<file path="config.mk">
export PLATFORM = sky130hd
export DESIGN_NAME = lsp_status_cmds
export DESIGN_NICKNAME = d
export VERILOG_FILES = /design/src/inc/lsp_pkg.sv /design/src/logic/lsp_slot.sv /design/src/logic/lsp_status_cmds.sv
export VERILOG_INCLUDE_DIRS = /design/src /design/src/inc
export SDC_FILE = /design/constraint.sdc
export NUM_CORES = 1
export LEC_CHECK = 0
export BUFFER_PORTS_ARGS = -buffer_cell sky130_fd_sc_hd__buf_2
export CAP_MARGIN = 15
export CORE_ASPECT_RATIO = 0.9
export CORE_MARGIN = 5
export CORE_UTILIZATION = 31
export DETAILED_ROUTE_END_ITERATION = 8
export HOLD_SLACK_MARGIN = 0.12
export PLACE_DENSITY = 0.54
export SLEW_MARGIN = 40
export SYNTH_ARGS = -nofsm -noshare
export SYNTH_HDL_FRONTEND = slang
export SYNTH_SLANG_ARGS = --single-unit
</file>
<file path="constraint.sdc">
create_clock -name CLK -period 9.6 [get_ports CLK]
set_clock_uncertainty 0.2 [all_clocks]
set_input_delay 0 -clock CLK [delete_from_list [all_inputs] [get_ports CLK]]
set_output_delay 0 -clock CLK [all_outputs]
set_load 0.02 [all_outputs]
</file>
<file path="src/inc/lsp_cfg.svh">
`ifndef LSP_CFG_SVH
`define LSP_CFG_SVH
// Field widths
`define LSP_OGF_W 6
`define LSP_OCF_W 10
`define LSP_HANDLE_W 12
`define LSP_STATUS_W 8
`define LSP_VALUE_W 16
`define LSP_BYTE_W 8
// Command group and command fields
`define LSP_OGF_STATUS 6'h05
`define LSP_OCF_READ_MISS 10'h001
`define LSP_OCF_CLEAR_MISS 10'h002
`define LSP_OCF_QUALITY 10'h003
`define LSP_OCF_SIGNAL 10'h005
// Highest usable link handle
`define LSP_HANDLE_MAX 12'heff
// Status codes
`define LSP_ST_OK 8'h00
`define LSP_ST_UNK_CMD 8'h01
`define LSP_ST_NO_LINK 8'h02
// Link table size and counter limits
`define LSP_NSLOT 4
`define LSP_MISS_ZERO 16'h0000
`define LSP_MISS_ONE 16'h0001
`define LSP_MISS_MAX 16'hffff
// Quality derivation: each miss costs this many steps (as a shift)
`define LSP_QUAL_SHIFT 4
`define LSP_QUAL_LIMIT 16'h000f
`define LSP_QUAL_BEST 8'hff
`define LSP_S8_MAX 9'sh07f
`define LSP_S8_MIN -9'sh080
`endif

</file>
<file path="src/inc/lsp_pkg.sv">
package lsp_pkg;
  `include "lsp_cfg.svh"

  // Host command as received
  typedef struct packed {
    logic [`LSP_OGF_W-1:0] ogf;
    logic [`LSP_OCF_W-1:0] ocf;
    logic [`LSP_HANDLE_W-1:0] handle;
  } lsp_cmd_s;

  // Command-complete event contents
  typedef struct packed {
    logic [`LSP_OGF_W-1:0] ogf;
    logic [`LSP_OCF_W-1:0] ocf;
    logic [`LSP_STATUS_W-1:0] status;
    logic [`LSP_HANDLE_W-1:0] handle;
    logic [`LSP_VALUE_W-1:0] value;
  } lsp_evt_s;

  // Link-side event kinds
  typedef enum logic [2:0] {
    LSP_LNK_CONNECT,
    LSP_LNK_DISCONNECT,
    LSP_LNK_FLUSH,
    LSP_LNK_ACK,
    LSP_LNK_SAMPLE
  } lsp_lnk_e;

  // Link-side event with its handle and strength sample
  typedef struct packed {
    lsp_lnk_e kind;
    logic [`LSP_HANDLE_W-1:0] handle;
    logic signed [`LSP_BYTE_W-1:0] sample;
  } lsp_lnk_s;

  // Command engine states
  typedef enum logic [1:0] {
    LSP_IDLE,
    LSP_EXEC,
    LSP_RESP
  } lsp_state_e;
endpackage : lsp_pkg

</file>
<file path="src/logic/lsp_slot.sv">
`timescale 1ns/10ps
`include "lsp_cfg.svh"
module lsp_slot (
  // Clock and reset
  input wire logic clk,
  input wire logic rst,
  // Link events for this slot
  input wire logic connect,
  input wire logic disconnect,
  input wire logic [`LSP_HANDLE_W-1:0] handle_in,
  input wire logic flush,
  input wire logic ack,
  input wire logic clear,
  input wire logic sample_we,
  input wire logic signed [`LSP_BYTE_W-1:0] sample_in,
  // Slot state
  output logic used,
  output logic [`LSP_HANDLE_W-1:0] handle,
  output logic [`LSP_VALUE_W-1:0] count,
  output logic signed [`LSP_BYTE_W-1:0] sample
);
  import lsp_pkg::*;

  // Occupancy and handle of the link held here
  always_ff @(posedge clk) begin
    if (rst) begin
      used <= 1'b0;
      handle <= '0;
    end else if (connect) begin
      used <= 1'b1;
      handle <= handle_in;
    end else if (disconnect) begin
      used <= 1'b0;
    end
  end

  // Consecutive miss count; a miss beats a same-cycle clear so it is never lost
  always_ff @(posedge clk) begin
    if (rst) begin
      count <= `LSP_MISS_ZERO;
    end else if (connect) begin
      count <= `LSP_MISS_ZERO;
    end else if (flush) begin
      // Saturate rather than wrap to zero
      if (count != `LSP_MISS_MAX) begin
        count <= count + `LSP_MISS_ONE;
      end
    end else if (clear) begin
      count <= `LSP_MISS_ZERO;
    end else if (ack && count != `LSP_MISS_ZERO) begin
      count <= `LSP_MISS_ZERO;
    end
  end

  // Latest received-strength sample
  always_ff @(posedge clk) begin
    if (rst || connect) begin
      sample <= '0;
    end else if (sample_we) begin
      sample <= sample_in;
    end
  end

  a_miss_incr: assert property (@(posedge clk) disable iff (rst)
    (flush && !connect && count != `LSP_MISS_MAX) |=> count == $past(count) + `LSP_MISS_ONE)
    else $error("miss count did not step by one");
  a_conn_zero: assert property (@(posedge clk) disable iff (rst)
    connect |=> count == `LSP_MISS_ZERO && used)
    else $error("new link did not start at zero");
  a_ack_zero: assert property (@(posedge clk) disable iff (rst)
    (ack && !flush && !connect && count != `LSP_MISS_ZERO) |=> count == `LSP_MISS_ZERO)
    else $error("acknowledge did not clear the count");
  a_clear_zero: assert property (@(posedge clk) disable iff (rst)
    (clear && !flush && !connect) |=> count == `LSP_MISS_ZERO)
    else $error("clear command did not zero the count");
endmodule : lsp_slot

</file>
<file path="src/logic/lsp_status_cmds.sv">
// Notes on behaviour
// - Flushed unanswered packet adds one to count
// - New connection zeroes that link's count
// - Acknowledged packet zeroes a nonzero count
// - Clear command zeroes addressed link's count; a same-cycle miss wins, count steps by one instead
// - Read reply carries count as two bytes
// - Handles twelve bits, above 0x0EFF reserved
// - Reply opens with status, zero means success
// - Every reply echoes the addressed handle
// - Completion raises event unless host masked it
// - Quality command returns one byte, higher better
// - Quality derivation is our own choice
// - Strength reply gives dB outside window, else zero
// - Must at least tell inside, above, below
// - All four commands sit in group 0x05
// - Strength value is one signed byte
`timescale 1ns/10ps
`include "lsp_cfg.svh"
module lsp_status_cmds (
  // Clock and reset
  input wire logic CLK,
  input wire logic RST,
  // Host command port
  input wire logic CMD_VALID,
  output logic CMD_READY,
  input wire lsp_pkg::lsp_cmd_s CMD,
  // Command-complete event port
  output logic EVT_VALID,
  input wire logic EVT_READY,
  output lsp_pkg::lsp_evt_s EVT,
  input wire logic EVT_MASK,
  // Link-side events
  input wire logic LNK_VALID,
  input wire lsp_pkg::lsp_lnk_s LNK,
  // Reference window limits, signed dB
  input wire logic signed [7:0] WIN_UPPER,
  input wire logic signed [7:0] WIN_LOWER
);
  import lsp_pkg::*;

  lsp_state_e state; // Command engine state
  lsp_cmd_s cmd_q; // Command being served
  logic [`LSP_NSLOT-1:0] used; // Slot occupied
  logic [`LSP_HANDLE_W-1:0] slot_handle [`LSP_NSLOT]; // Handle per slot
  logic [`LSP_VALUE_W-1:0] slot_count [`LSP_NSLOT]; // Miss count per slot
  logic signed [`LSP_BYTE_W-1:0] slot_sample [`LSP_NSLOT]; // Strength per slot
  logic [`LSP_NSLOT-1:0] lnk_hit; // Link event names this slot
  logic [`LSP_NSLOT-1:0] cmd_hit; // Command names this slot
  logic [`LSP_NSLOT-1:0] conn_sel; // Slot that takes a new connection
  logic [`LSP_NSLOT-1:0] clr; // Clear strobe per slot
  logic found; // Command handle names a live link
  logic [`LSP_VALUE_W-1:0] sel_count; // Count of addressed link
  logic signed [`LSP_BYTE_W-1:0] sel_sample; // Sample of addressed link
  logic known_op; // Opcode is one we serve
  logic is_clear; // Opcode is the clear command
  logic [`LSP_STATUS_W-1:0] next_status; // Status for the reply
  logic [`LSP_VALUE_W-1:0] next_value; // Value for the reply
  logic [`LSP_BYTE_W-1:0] quality; // Derived link quality
  logic signed [`LSP_BYTE_W-1:0] offset; // Window offset in dB
  logic signed [`LSP_BYTE_W:0] diff; // Unsaturated offset

  // Signed 9-bit value clamped into one signed byte
  function automatic logic signed [`LSP_BYTE_W-1:0] sat8(input logic signed [`LSP_BYTE_W:0] v);
    // Limits are nine bits wide; cut to the byte on purpose
    if (v > `LSP_S8_MAX) begin
      return `LSP_BYTE_W'(`LSP_S8_MAX);
    end else if (v < `LSP_S8_MIN) begin
      return `LSP_BYTE_W'(`LSP_S8_MIN);
    end
    return v[`LSP_BYTE_W-1:0];
  endfunction : sat8

  // Slot matching for link events and for the command
  always_comb begin
    logic taken;
    taken = 1'b0;
    conn_sel = '0;
    for (int i = 0; i < `LSP_NSLOT; i++) begin
      lnk_hit[i] = used[i] && slot_handle[i] == LNK.handle;
      cmd_hit[i] = used[i] && slot_handle[i] == cmd_q.handle;
    end
    // Reconnect on a known handle reuses its slot, otherwise lowest free slot
    if (|lnk_hit) begin
      conn_sel = lnk_hit;
    end else begin
      for (int i = 0; i < `LSP_NSLOT; i++) begin
        if (!used[i] && !taken) begin
          conn_sel[i] = 1'b1;
          taken = 1'b1;
        end
      end
    end
  end

  // One slot per tracked link
  for (genvar g = 0; g < `LSP_NSLOT; g++) begin : g_slot
    lsp_slot u_slot (
      .clk(CLK),
      .rst(RST),
      .connect(LNK_VALID && LNK.kind == LSP_LNK_CONNECT && conn_sel[g]),
      .disconnect(LNK_VALID && LNK.kind == LSP_LNK_DISCONNECT && lnk_hit[g]),
      .handle_in(LNK.handle),
      .flush(LNK_VALID && LNK.kind == LSP_LNK_FLUSH && lnk_hit[g]),
      .ack(LNK_VALID && LNK.kind == LSP_LNK_ACK && lnk_hit[g]),
      .clear(clr[g]),
      .sample_we(LNK_VALID && LNK.kind == LSP_LNK_SAMPLE && lnk_hit[g]),
      .sample_in(LNK.sample),
      .used(used[g]),
      .handle(slot_handle[g]),
      .count(slot_count[g]),
      .sample(slot_sample[g])
    );
  end

  // Pick the addressed link's state; reserved handles never match
  always_comb begin
    found = 1'b0;
    sel_count = `LSP_MISS_ZERO;
    sel_sample = '0;
    for (int i = 0; i < `LSP_NSLOT; i++) begin
      if (cmd_hit[i] && cmd_q.handle <= `LSP_HANDLE_MAX) begin
        found = 1'b1;
        sel_count = slot_count[i];
        sel_sample = slot_sample[i];
      end
    end
  end

  // Quality falls with consecutive misses; zero misses is best
  always_comb begin
    if (sel_count > `LSP_QUAL_LIMIT) begin
      quality = '0;
    end else begin
      quality = `LSP_QUAL_BEST - (sel_count[`LSP_BYTE_W-1:0] << `LSP_QUAL_SHIFT);
    end
  end

  // Distance outside the reference window, zero inside it
  always_comb begin
    if (sel_sample > WIN_UPPER) begin
      diff = sel_sample - WIN_UPPER;
    end else if (sel_sample < WIN_LOWER) begin
      diff = sel_sample - WIN_LOWER;
    end else begin
      diff = '0;
    end
    offset = sat8(diff);
  end

  // Decode the opcode and form status and value
  always_comb begin
    known_op = cmd_q.ogf == `LSP_OGF_STATUS && (cmd_q.ocf == `LSP_OCF_READ_MISS ||
      cmd_q.ocf == `LSP_OCF_CLEAR_MISS || cmd_q.ocf == `LSP_OCF_QUALITY || cmd_q.ocf == `LSP_OCF_SIGNAL);
    is_clear = cmd_q.ogf == `LSP_OGF_STATUS && cmd_q.ocf == `LSP_OCF_CLEAR_MISS;
    next_value = '0;
    if (!known_op) begin
      next_status = `LSP_ST_UNK_CMD;
    end else if (!found) begin
      next_status = `LSP_ST_NO_LINK;
    end else begin
      next_status = `LSP_ST_OK;
      unique case (cmd_q.ocf)
        `LSP_OCF_READ_MISS: next_value = sel_count;
        `LSP_OCF_QUALITY: next_value = {{`LSP_BYTE_W{1'b0}}, quality};
        `LSP_OCF_SIGNAL: next_value = {{`LSP_BYTE_W{1'b0}}, offset};
        default: next_value = '0;
      endcase
    end
  end

  // Clear strobe only for a good clear command, so a bad handle touches nothing
  always_comb begin
    for (int i = 0; i < `LSP_NSLOT; i++) begin
      clr[i] = state == LSP_EXEC && is_clear && found && cmd_hit[i];
    end
  end

  assign CMD_READY = state == LSP_IDLE;
  assign EVT_VALID = state == LSP_RESP;

  // Engine: take, execute for one cycle, then offer the event unless EVT_MASK is set
  always_ff @(posedge CLK) begin
    if (RST) begin
      state <= LSP_IDLE;
    end else begin
      unique case (state)
        LSP_IDLE: if (CMD_VALID) begin
          state <= LSP_EXEC;
        end
        // A masked event still completes the command, just silently
        LSP_EXEC: state <= EVT_MASK ? LSP_IDLE : LSP_RESP;
        LSP_RESP: if (EVT_READY) begin
          state <= LSP_IDLE;
        end
      endcase
    end
  end

  // Command capture
  always_ff @(posedge CLK) begin
    if (RST) begin
      cmd_q <= '0;
    end else if (CMD_VALID && CMD_READY) begin
      cmd_q <= CMD;
    end
  end

  // Event contents are frozen from execution until taken
  always_ff @(posedge CLK) begin
    if (RST) begin
      EVT <= '0;
    end else if (state == LSP_EXEC) begin
      EVT.ogf <= cmd_q.ogf;
      EVT.ocf <= cmd_q.ocf;
      EVT.status <= next_status;
      EVT.handle <= cmd_q.handle;
      EVT.value <= next_value;
    end
  end

  a_read_value: assert property (@(posedge CLK) disable iff (RST)
    (state == LSP_EXEC && found && cmd_q.ogf == `LSP_OGF_STATUS && cmd_q.ocf == `LSP_OCF_READ_MISS)
    |=> EVT.value == $past(sel_count) && EVT.status == `LSP_ST_OK)
    else $error("read reply does not carry the count");
  a_handle_reserved: assert property (@(posedge CLK) disable iff (RST)
    (state == LSP_EXEC && cmd_q.handle > `LSP_HANDLE_MAX) |=> EVT.status != `LSP_ST_OK)
    else $error("reserved handle reported success");
  a_echo_handle: assert property (@(posedge CLK) disable iff (RST)
    state == LSP_EXEC |=> EVT.handle == $past(cmd_q.handle))
    else $error("reply handle differs from command");
  a_evt_hold: assert property (@(posedge CLK) disable iff (RST)
    (EVT_VALID && !EVT_READY) |=> EVT_VALID && $stable(EVT))
    else $error("event dropped or changed before taken");
  a_evt_raise: assert property (@(posedge CLK) disable iff (RST)
    (CMD_VALID && CMD_READY) ##1 !EVT_MASK |=> EVT_VALID)
    else $error("unmasked command gave no event");
  a_mask_quiet: assert property (@(posedge CLK) disable iff (RST)
    (state == LSP_EXEC && EVT_MASK) |=> !EVT_VALID && CMD_READY)
    else $error("masked command raised an event");
  a_window_zero: assert property (@(posedge CLK) disable iff (RST)
    (state == LSP_EXEC && found && cmd_q.ocf == `LSP_OCF_SIGNAL && cmd_q.ogf == `LSP_OGF_STATUS
      && sel_sample <= WIN_UPPER && sel_sample >= WIN_LOWER) |=> EVT.value == '0)
    else $error("inside window did not read zero");
  a_above_pos: assert property (@(posedge CLK) disable iff (RST)
    (state == LSP_EXEC && found && cmd_q.ocf == `LSP_OCF_SIGNAL && cmd_q.ogf == `LSP_OGF_STATUS
      && sel_sample > WIN_UPPER) |=> !EVT.value[`LSP_BYTE_W-1] && EVT.value != '0)
    else $error("above window not positive");
  a_clear_scope: assert property (@(posedge CLK) disable iff (RST)
    (state == LSP_EXEC && !found) |-> clr == '0)
    else $error("bad handle touched a counter");
endmodule : lsp_status_cmds

</file>
==> impl_metrics.csv, run 1 <==
group,metric,value,unit
global_routing,overflow,0,
sta,finalHoldViolCount,0,
cts,cts_tree,"done",
sta,max_slew.worst_pin.slew,0.835,ns
cts,cts_buffers,26,
finish,multi_input_area,7730,µm²
drt,routed_wl,42.6,mm
setup_path,arrival,6.38,ns
global_routing,grt_max_degree,75,
finish,fill_cells,4063,
setup_path,r2r_setup_slack,3.48,ns
sta,drv_slew,0,
sta,setup_violations,0,
synth,synth-edff-count,0,
worst_hold_path,holdCritPathClass,"primary input to register",
synth,yosysTopAreaCell,"dfxtp_1",
synth,synthArstFlopShare,0,
drt,drtIter0Drc,880,
setup_path,crit_fanout,11,
drt,vias,12300,
drt,dr.pass1.iters,6,
synth,synth_top_flop_cell,"dfxtp_1",
cts,cts.htree.levels,1,
sta,timing.final.crit_share,0.638,
setup_path,cp-start-kind,"register",
finish,fin_util,0.397,
cts,clk_latency,0.56,ns
run,drv_cap,0,
setup_path,endpoint_kind,"register",
worst_hold_path,hold_path_depth,5,
floorplan,num_rows,70,
synth,syn_avg_cell_area,8.09,µm²
global_routing,grt_pass1_wl,67.3,mm
floorplan,io-pin-count,127,
setup_path,r2r-start,"cmd_q[10]$_SDFFE_PP0P_",
drt,avgRoutedWirePerCell,18.1,µm
synth,synth_seq_cells,224,
synth,netlist_instances,1576,
placed_design,place_congestion,0.927,
finish,nNetsFinal,1904,
finish,antenna-diode-count,0,
synth,synth.yosys.warnings,0,
sta,relSlewSlack,0.442,
power,leakagePower,6.66,nW
floorplan,core_region_area,40600,µm²
sta,setup_tns,0,ns
sta,rsz0062_at_grt,"false",
synth,synthTopCellsByCount,"226 x nor2_1, 224 x dfxtp_1, 144 x nand2_1",
cts,ctsRootBufferMaster,"clkbuf_16",
floorplan,die-area,45300,µm²
synth,synth_top_area_share,0.352,
finish,seqCellArea,4480,µm²
drt,drc_errors,0,
synth,ys_seq_area_frac,0.352,
setup_path,r2r-end,"EVT[3]$_SDFFE_PP0N_",
setup_path,crit_type,"register to register",
sta,fmax,163,MHz
finish,fin_cells,2356,
cts,ctsResizeCount,0,
cts,clk_pin_slew,0.06,ns
cts,cts.sinks,224,
sta,fin_crit,6.12,ns
synth,syn_area,12700,µm²
power,peakVddDrop,0.138,mV
floorplan,start_util,0.314,
worst_hold_path,min_to,"g_slot[0].u_slot.used$_SDFFE_PP0P_",
cts,clockBufferDepth,3,
status,status,"complete, no violations",
global_routing,grt_antenna_before_repair,1,
floorplan,die_w,224,µm
cts,cts_hold_buf,151,
placed_design,place_hpwl,30.8,mm
global_routing,grt.total_usage,0.181,
synth,synthTopCellsByArea,"dfxtp_1 35%, mux2i_1 9.3%, nor2_1 6.7%",
setup_path,r2r_cells,19,
synth,synth.distinct_cells,77,
finish,drive_gt1_frac,0.121,
drt,ant_nets,0,
drt,viasPerCell,5.20,
finish,syn_to_final_growth,26.7,%
power,total_power,2.22,mW
cts,postCtsSetupBuffers,0,
placed_design,port_buffers,120,
power,p_per_area,138,nW/µm²
setup_path,worstPathRequired,9.86,ns
synth,synth.most_common_cell,"nor2_1",
floorplan,die_y,202,µm
worst_hold_path,hp-start,"LNK[21]",
global_routing,grt_pass1_vias,11900,
setup_path,startpoint,"cmd_q[10]$_SDFFE_PP0P_",
placed_design,place_inst,2162,
==> worst max-delay path by stage <==
stage,slack (ns),depth (start not counted),endpoint
global placement,3.30,18,EVT[5]$_SDFFE_PP0N_
finish,3.48,19,EVT[3]$_SDFFE_PP0N_
floorplan,4.52,20,EVT[5]$_SDFFE_PP0N_
detailed placement,3.37,18,EVT[3]$_SDFFE_PP0N_
global route,2.91,18,EVT[3]$_SDFFE_PP0N_
CTS,3.33,18,EVT[3]$_SDFFE_PP0N_
==> logic make-up after synthesis <==
group,count (synthesis),share of synthesized area
xor gates and xnor gates,126,0.0878
and+or+nand+nor,656,0.250
muxes,123,0.0970
other,1,0.000294
DFF,224,0.352
AOI/OAI and AO/OA,273,0.136
buffers and inverters,144,0.0475
adders and majority gates,29,0.0296
==> power by group <==
part / internal [mW] / total [mW] / leakage [nW] / switching, mW
sequential: 0.947 / 0.972 / 1.81 / 0.0245
combinational: 0.130 / 0.288 / 4.45 / 0.158
clock: 0.557 / 0.963 / 0.401 / 0.407
total: 1.63 / 2.22 / 6.66 / 0.589
==> layer usage <==
| metal | routed length [µm] | GRT usage |
|---|---|---|
| met5 | 0 | 0 |
| met2 | 19300 | 0.299 |
| met3 | 2590 | 0.0260 |
| met1 | 19900 | 0.255 |
| met4 | 776 | 0.0335 |
==> layout by cell type, fill, tap and decap left out, drive strengths merged, types with 5 or more instances in the layout <==
cell / instances
o211ai: 7
a31oi: 12
nor3b: 7
nor2b: 21
o21a: 11
buf: 138
nor4: 18
nand4: 31
a221oi: 19
a22oi: 5
nor4b: 7
mux2i: 119
nand2b: 11
xor2: 34
a31o: 7
nand3b: 13
a21oi: 101
o21ai: 59
or2: 8
nor3: 45
or3: 9
and3: 36
a211oi: 6
xnor2: 92
o22ai: 12
dfxtp: 224
nand2: 144
dlygate4sd3: 151
and2: 10
inv: 47
nand3: 42
and4: 6
or4: 19
ha: 27
clkbuf: 37
conb: 6
nor2: 227
==> sequential cells by signal, summed over array words and instances (netlist names) <==
| name | cells |
|---|---|
| EVT | 46 |
| cmd_q | 28 |
| g_slot.u_slot.count | 64 |
| g_slot.u_slot.handle | 48 |
| g_slot.u_slot.sample | 32 |
| g_slot.u_slot.used | 4 |
| state | 2 |
==> metrics by stage <==
step	instance area, µm²	setup WS (ns)	hold slack (ns)
after floorplan	12800	4.52	-0.0640
after detailed placement	13800	3.37	0.0472
after CTS	16100	3.33	0.120
after global placement	13800	3.30	0.0454
final	16200	3.48	0.0751
after global routing	16200	2.91	0.162
==> worst max-delay path, cell delays in order, from the launching register on <==
cell      delay [ns]
dfxtp_1         0.58
xnor2_1         0.17
nand3_1         0.11
or4_1           0.72
nor3_4          0.53
buf_6           0.23
mux2i_1         0.08
nor3_1          0.14
a21oi_1         0.06
a21oi_1         0.43
ha_1            0.35
nor2b_1         0.15
o21ai_0         0.29
a31oi_1         0.16
nor2_1          0.51
mux2i_1         0.44
nor2b_1         0.33
o21a_1          0.18
a221oi_1        0.05
a221oi_1        0.30
==> area by class of cell <==
cell class	count	share of cell area
multi-input cells	1213	0.479
flip-flops and latches	224	0.278
repair buffers	289	0.139
clock buffers	37	0.0478
well taps	540	0.0418
inverters	48	0.0112
clock inverters	5	0.00364
(Power assumes the default switching activity.)
==> run 2, diff against run 1 <==
--- a/config.mk
+++ b/config.mk
@@ -13,7 +13,7 @@
 export CORE_UTILIZATION = 31
 export DETAILED_ROUTE_END_ITERATION = 8
 export HOLD_SLACK_MARGIN = 0.12
-export PLACE_DENSITY = 0.54
+export PLACE_DENSITY = 0.56
 export SLEW_MARGIN = 40
 export SYNTH_ARGS = -nofsm -noshare
 export SYNTH_HDL_FRONTEND = slang
==> constraint.sdc (replaced) <==
create_clock -name CLK -period 5.1 [get_ports CLK]
set_clock_uncertainty 0.2 [all_clocks]
set_input_delay 0 -clock CLK [delete_from_list [all_inputs] [get_ports CLK]]
set_output_delay 0 -clock CLK [all_outputs]
set_load 0.02 [all_outputs]
==> run 2 against run 1 <==
  * First-iteration DRC count is 4.8% higher
  * Worst hold slack better by 0.043 ns
  * Via count is 2.5% higher
  * Sequential cell count stayed put
  * Core utilization is 1.5 points higher
  * Sequential power is 87% higher
  * Critical endpoint is now EVT[2]$_SDFFE_PP0N_
  * Highest routed layer unchanged
==> impl_metrics.csv, run 2 (synthesis gave the netlist of run 1 again) <==
group,metric,value,unit
drt,ant_nets,0,
setup_path,crit_slowest_cell,"or4_4",
sta,setup_violations,0,
drt,avgRoutedWirePerCell,18.5,µm
setup_path,cp-start-kind,"register",
finish,fin_cells,2407,
finish,nNetsFinal,1950,
global_routing,grt_antenna_before_repair,0,
setup_path,crit_type,"register to register",
finish,final_area,16700,µm²
finish,layout_commonest_cell,"nor2_1",
drt,drtIter0Drc,922,
cts,cts.htree.levels,1,
drt,drc_errors,0,
setup_path,r2r_setup_slack,0.09,ns
power,peakVddDrop,0.282,mV
sta,setup_tns,0,ns
finish,drive_gt1_frac,0.161,
power,p_int,3.22,mW
placed_design,placed_area,14100,µm²
floorplan,die-area,45300,µm²
floorplan,die_w,224,µm
cts,clk_pin_slew,0.06,ns
cts,clk_latency,0.55,ns
placed_design,place_inst,2202,
placed_design,place_congestion,0.892,
drt,viasPerCell,5.22,
setup_path,startpoint,"cmd_q[0]$_SDFFE_PP0P_",
global_routing,grt_pass1_vias,12500,
setup_path,crit_chain,"xnor2_1, nand2_1, or4_4, nor3_4, buf_12, buf_12, mux2i_1, nor3_1, a21oi_1, a21oi_1, buf_4, fa_1, a211oi_1, o21ai_0, a21oi_1, o211a_1, mux2i_2, buf_4, xor2_2, o21a_1, a221oi_1, a221oi_1",
worst_hold_path,hp-start,"WIN_LOWER[0]",
sta,max_slew.worst_pin.slew,0.887,ns
floorplan,core_region_area,40600,µm²
floorplan,start_util,0.314,
sta,fin_crit,5.01,ns
finish,top_register,"g_slot.u_slot.count",
global_routing,grt_pass1_wl,69.5,mm
drt,vias,12600,
power,leakagePower,6.97,nW
setup_path,crit_top_cell,"a21oi_1",
floorplan,io-pin-count,127,
floorplan,die_y,202,µm
run,drv_cap,0,
global_routing,grt.total_usage,0.187,
placed_design,post-place-ws,-0.0580,ns
sta,holdWs,0.118,ns
power,swShare,0.259,
drt,routed_wl,44.4,mm
setup_path,crit_fanout,8,
worst_hold_path,holdCritPathClass,"primary input to register",
setup_path,worstPathRequired,5.29,ns
cts,cts_tree,"done",
sta,relSlewSlack,0.404,
sta,timing.final.crit_share,0.983,
sta,worst_slack,0.0863,ns
finish,largestRegisters,"g_slot.u_slot.count x64, g_slot.u_slot.handle x48, EVT x46",
setup_path,r2r_cells,22,
drt,dr.pass1.iters,5,
placed_design,port_buffers,120,
finish,syn_to_final_growth,31.4,%
global_routing,overflow,0,
finish,mostFrequentLayoutCells,"224 x nor2_1, 215 x dfxtp_1, 149 x dlygate4sd3_1, 143 x nand2_1, 119 x buf_2",
status,status,"complete, no violations",
cts,cts_buffers,26,
setup_path,slowest_delay,0.61,ns
finish,antenna-diode-count,0,
cts,ctsRootBufferMaster,"clkbuf_16",
sta,drv_slew,0,
setup_path,r2r-start,"cmd_q[0]$_SDFFE_PP0P_",
floorplan,num_rows,70,
power,seq_power_share,0.417,
finish,fin_util,0.412,
finish,largest_register_ffs,64,
power,clkPwrFrac,0.444,
cts,cts.sinks,224,
worst_hold_path,min_to,"EVT[0]$_SDFFE_PP0N_",
global_routing,grt_max_degree,65,
power,total_power,4.35,mW
setup_path,r2r-end,"EVT[2]$_SDFFE_PP0N_",
finish,fill_cells,4079,
placed_design,place_hpwl,31.9,mm
power,p_comb_frac,0.139,
setup_path,arrival,5.20,ns
worst_hold_path,hold_path_depth,6,
cts,clockBufferDepth,3,
power,p_per_area,260,nW/µm²
sta,fmax,199,MHz
power,p_switching,1.13,mW
setup_path,endpoint_kind,"register",
sta,finalHoldViolCount,0,
[run 2: cell types whose count changed in the layout (fill, tap and decap cells not counted), moves of 3 or more]
cell / previous run / this run
buf_4: 17 / 63
dfxtp_1: 224 / 215
dfxtp_2: 0 / 9
a221oi_1: 19 / 16
buf_12: 0 / 3
nor4_1: 18 / 15
o21ai_2: 1 / 4
[run 2: worst max path at each step]
| stage | slack [ns] | end |
|---|---|---|
| after floorplan | 0.02 | EVT[5]$_SDFFE_PP0N_ |
| after global placement | 0.05 | EVT[5]$_SDFFE_PP0N_ |
| after detailed placement | -0.06 | EVT[0]$_SDFFE_PP0N_ |
| after CTS | 0.02 | EVT[0]$_SDFFE_PP0N_ |
| after global routing | -0.22 | EVT[2]$_SDFFE_PP0N_ |
| final | 0.09 | EVT[2]$_SDFFE_PP0N_ |
[run 2: cell type report]
cell class | instances | area [µm²] | share of cell area
multi-input cells | 1213 | 7850 | 0.469
flip-flops and latches | 224 | 4500 | 0.268
repair buffers | 335 | 2650 | 0.158
clock buffers | 39 | 790 | 0.0472
well taps | 540 | 676 | 0.0404
inverters | 48 | 180 | 0.0108
clock inverters | 8 | 110 | 0.00658
[run 2: metal layers]
layer	track usage	part of all wire	wire length, µm	up-vias
met1	0.261	0.46	20400	5974
li1	-	-	-	6069
met4	0.0536	0.031	1360	0
met2	0.297	0.44	19600	440
met5	0	0	0	-
met3	0.0365	0.069	3050	88
[run 2: critical path, delay by kind of cell, from the launching register on]
family / cells / cell delay (ns)
mux: 2 / 0.28
fa+ha+maj: 1 / 0.42
buf+inv: 4 / 0.59
xor+xnor: 2 / 0.39
flops: 1 / 0.32
simple gates: 4 / 1.03
compound gates: 9 / 1.62
[run 2: power by group through the flow]
stage          Combinational (mW)  Sequential [mW]  Clock (mW)
2_1_floorplan               0.314             1.85           0
3_3_place_gp                0.463             1.85           0
3_5_place_dp                0.465             1.85           0
4_1_cts                     0.574             1.81        1.97
5_1_grt                     0.655             1.82        2.04
6_report                    0.605             1.82        1.93
[run 2: repair_timing]
item / CTS / global route
hold endpoints to repair: 168 / 0
setup buffers: 0 / 8
endpoints found under the setup margin: 7 / 7
gates resized for setup: 3 / 32
pin swaps: 0 / 11
hold buffers: 149 / 0
cloned: 0 / 1
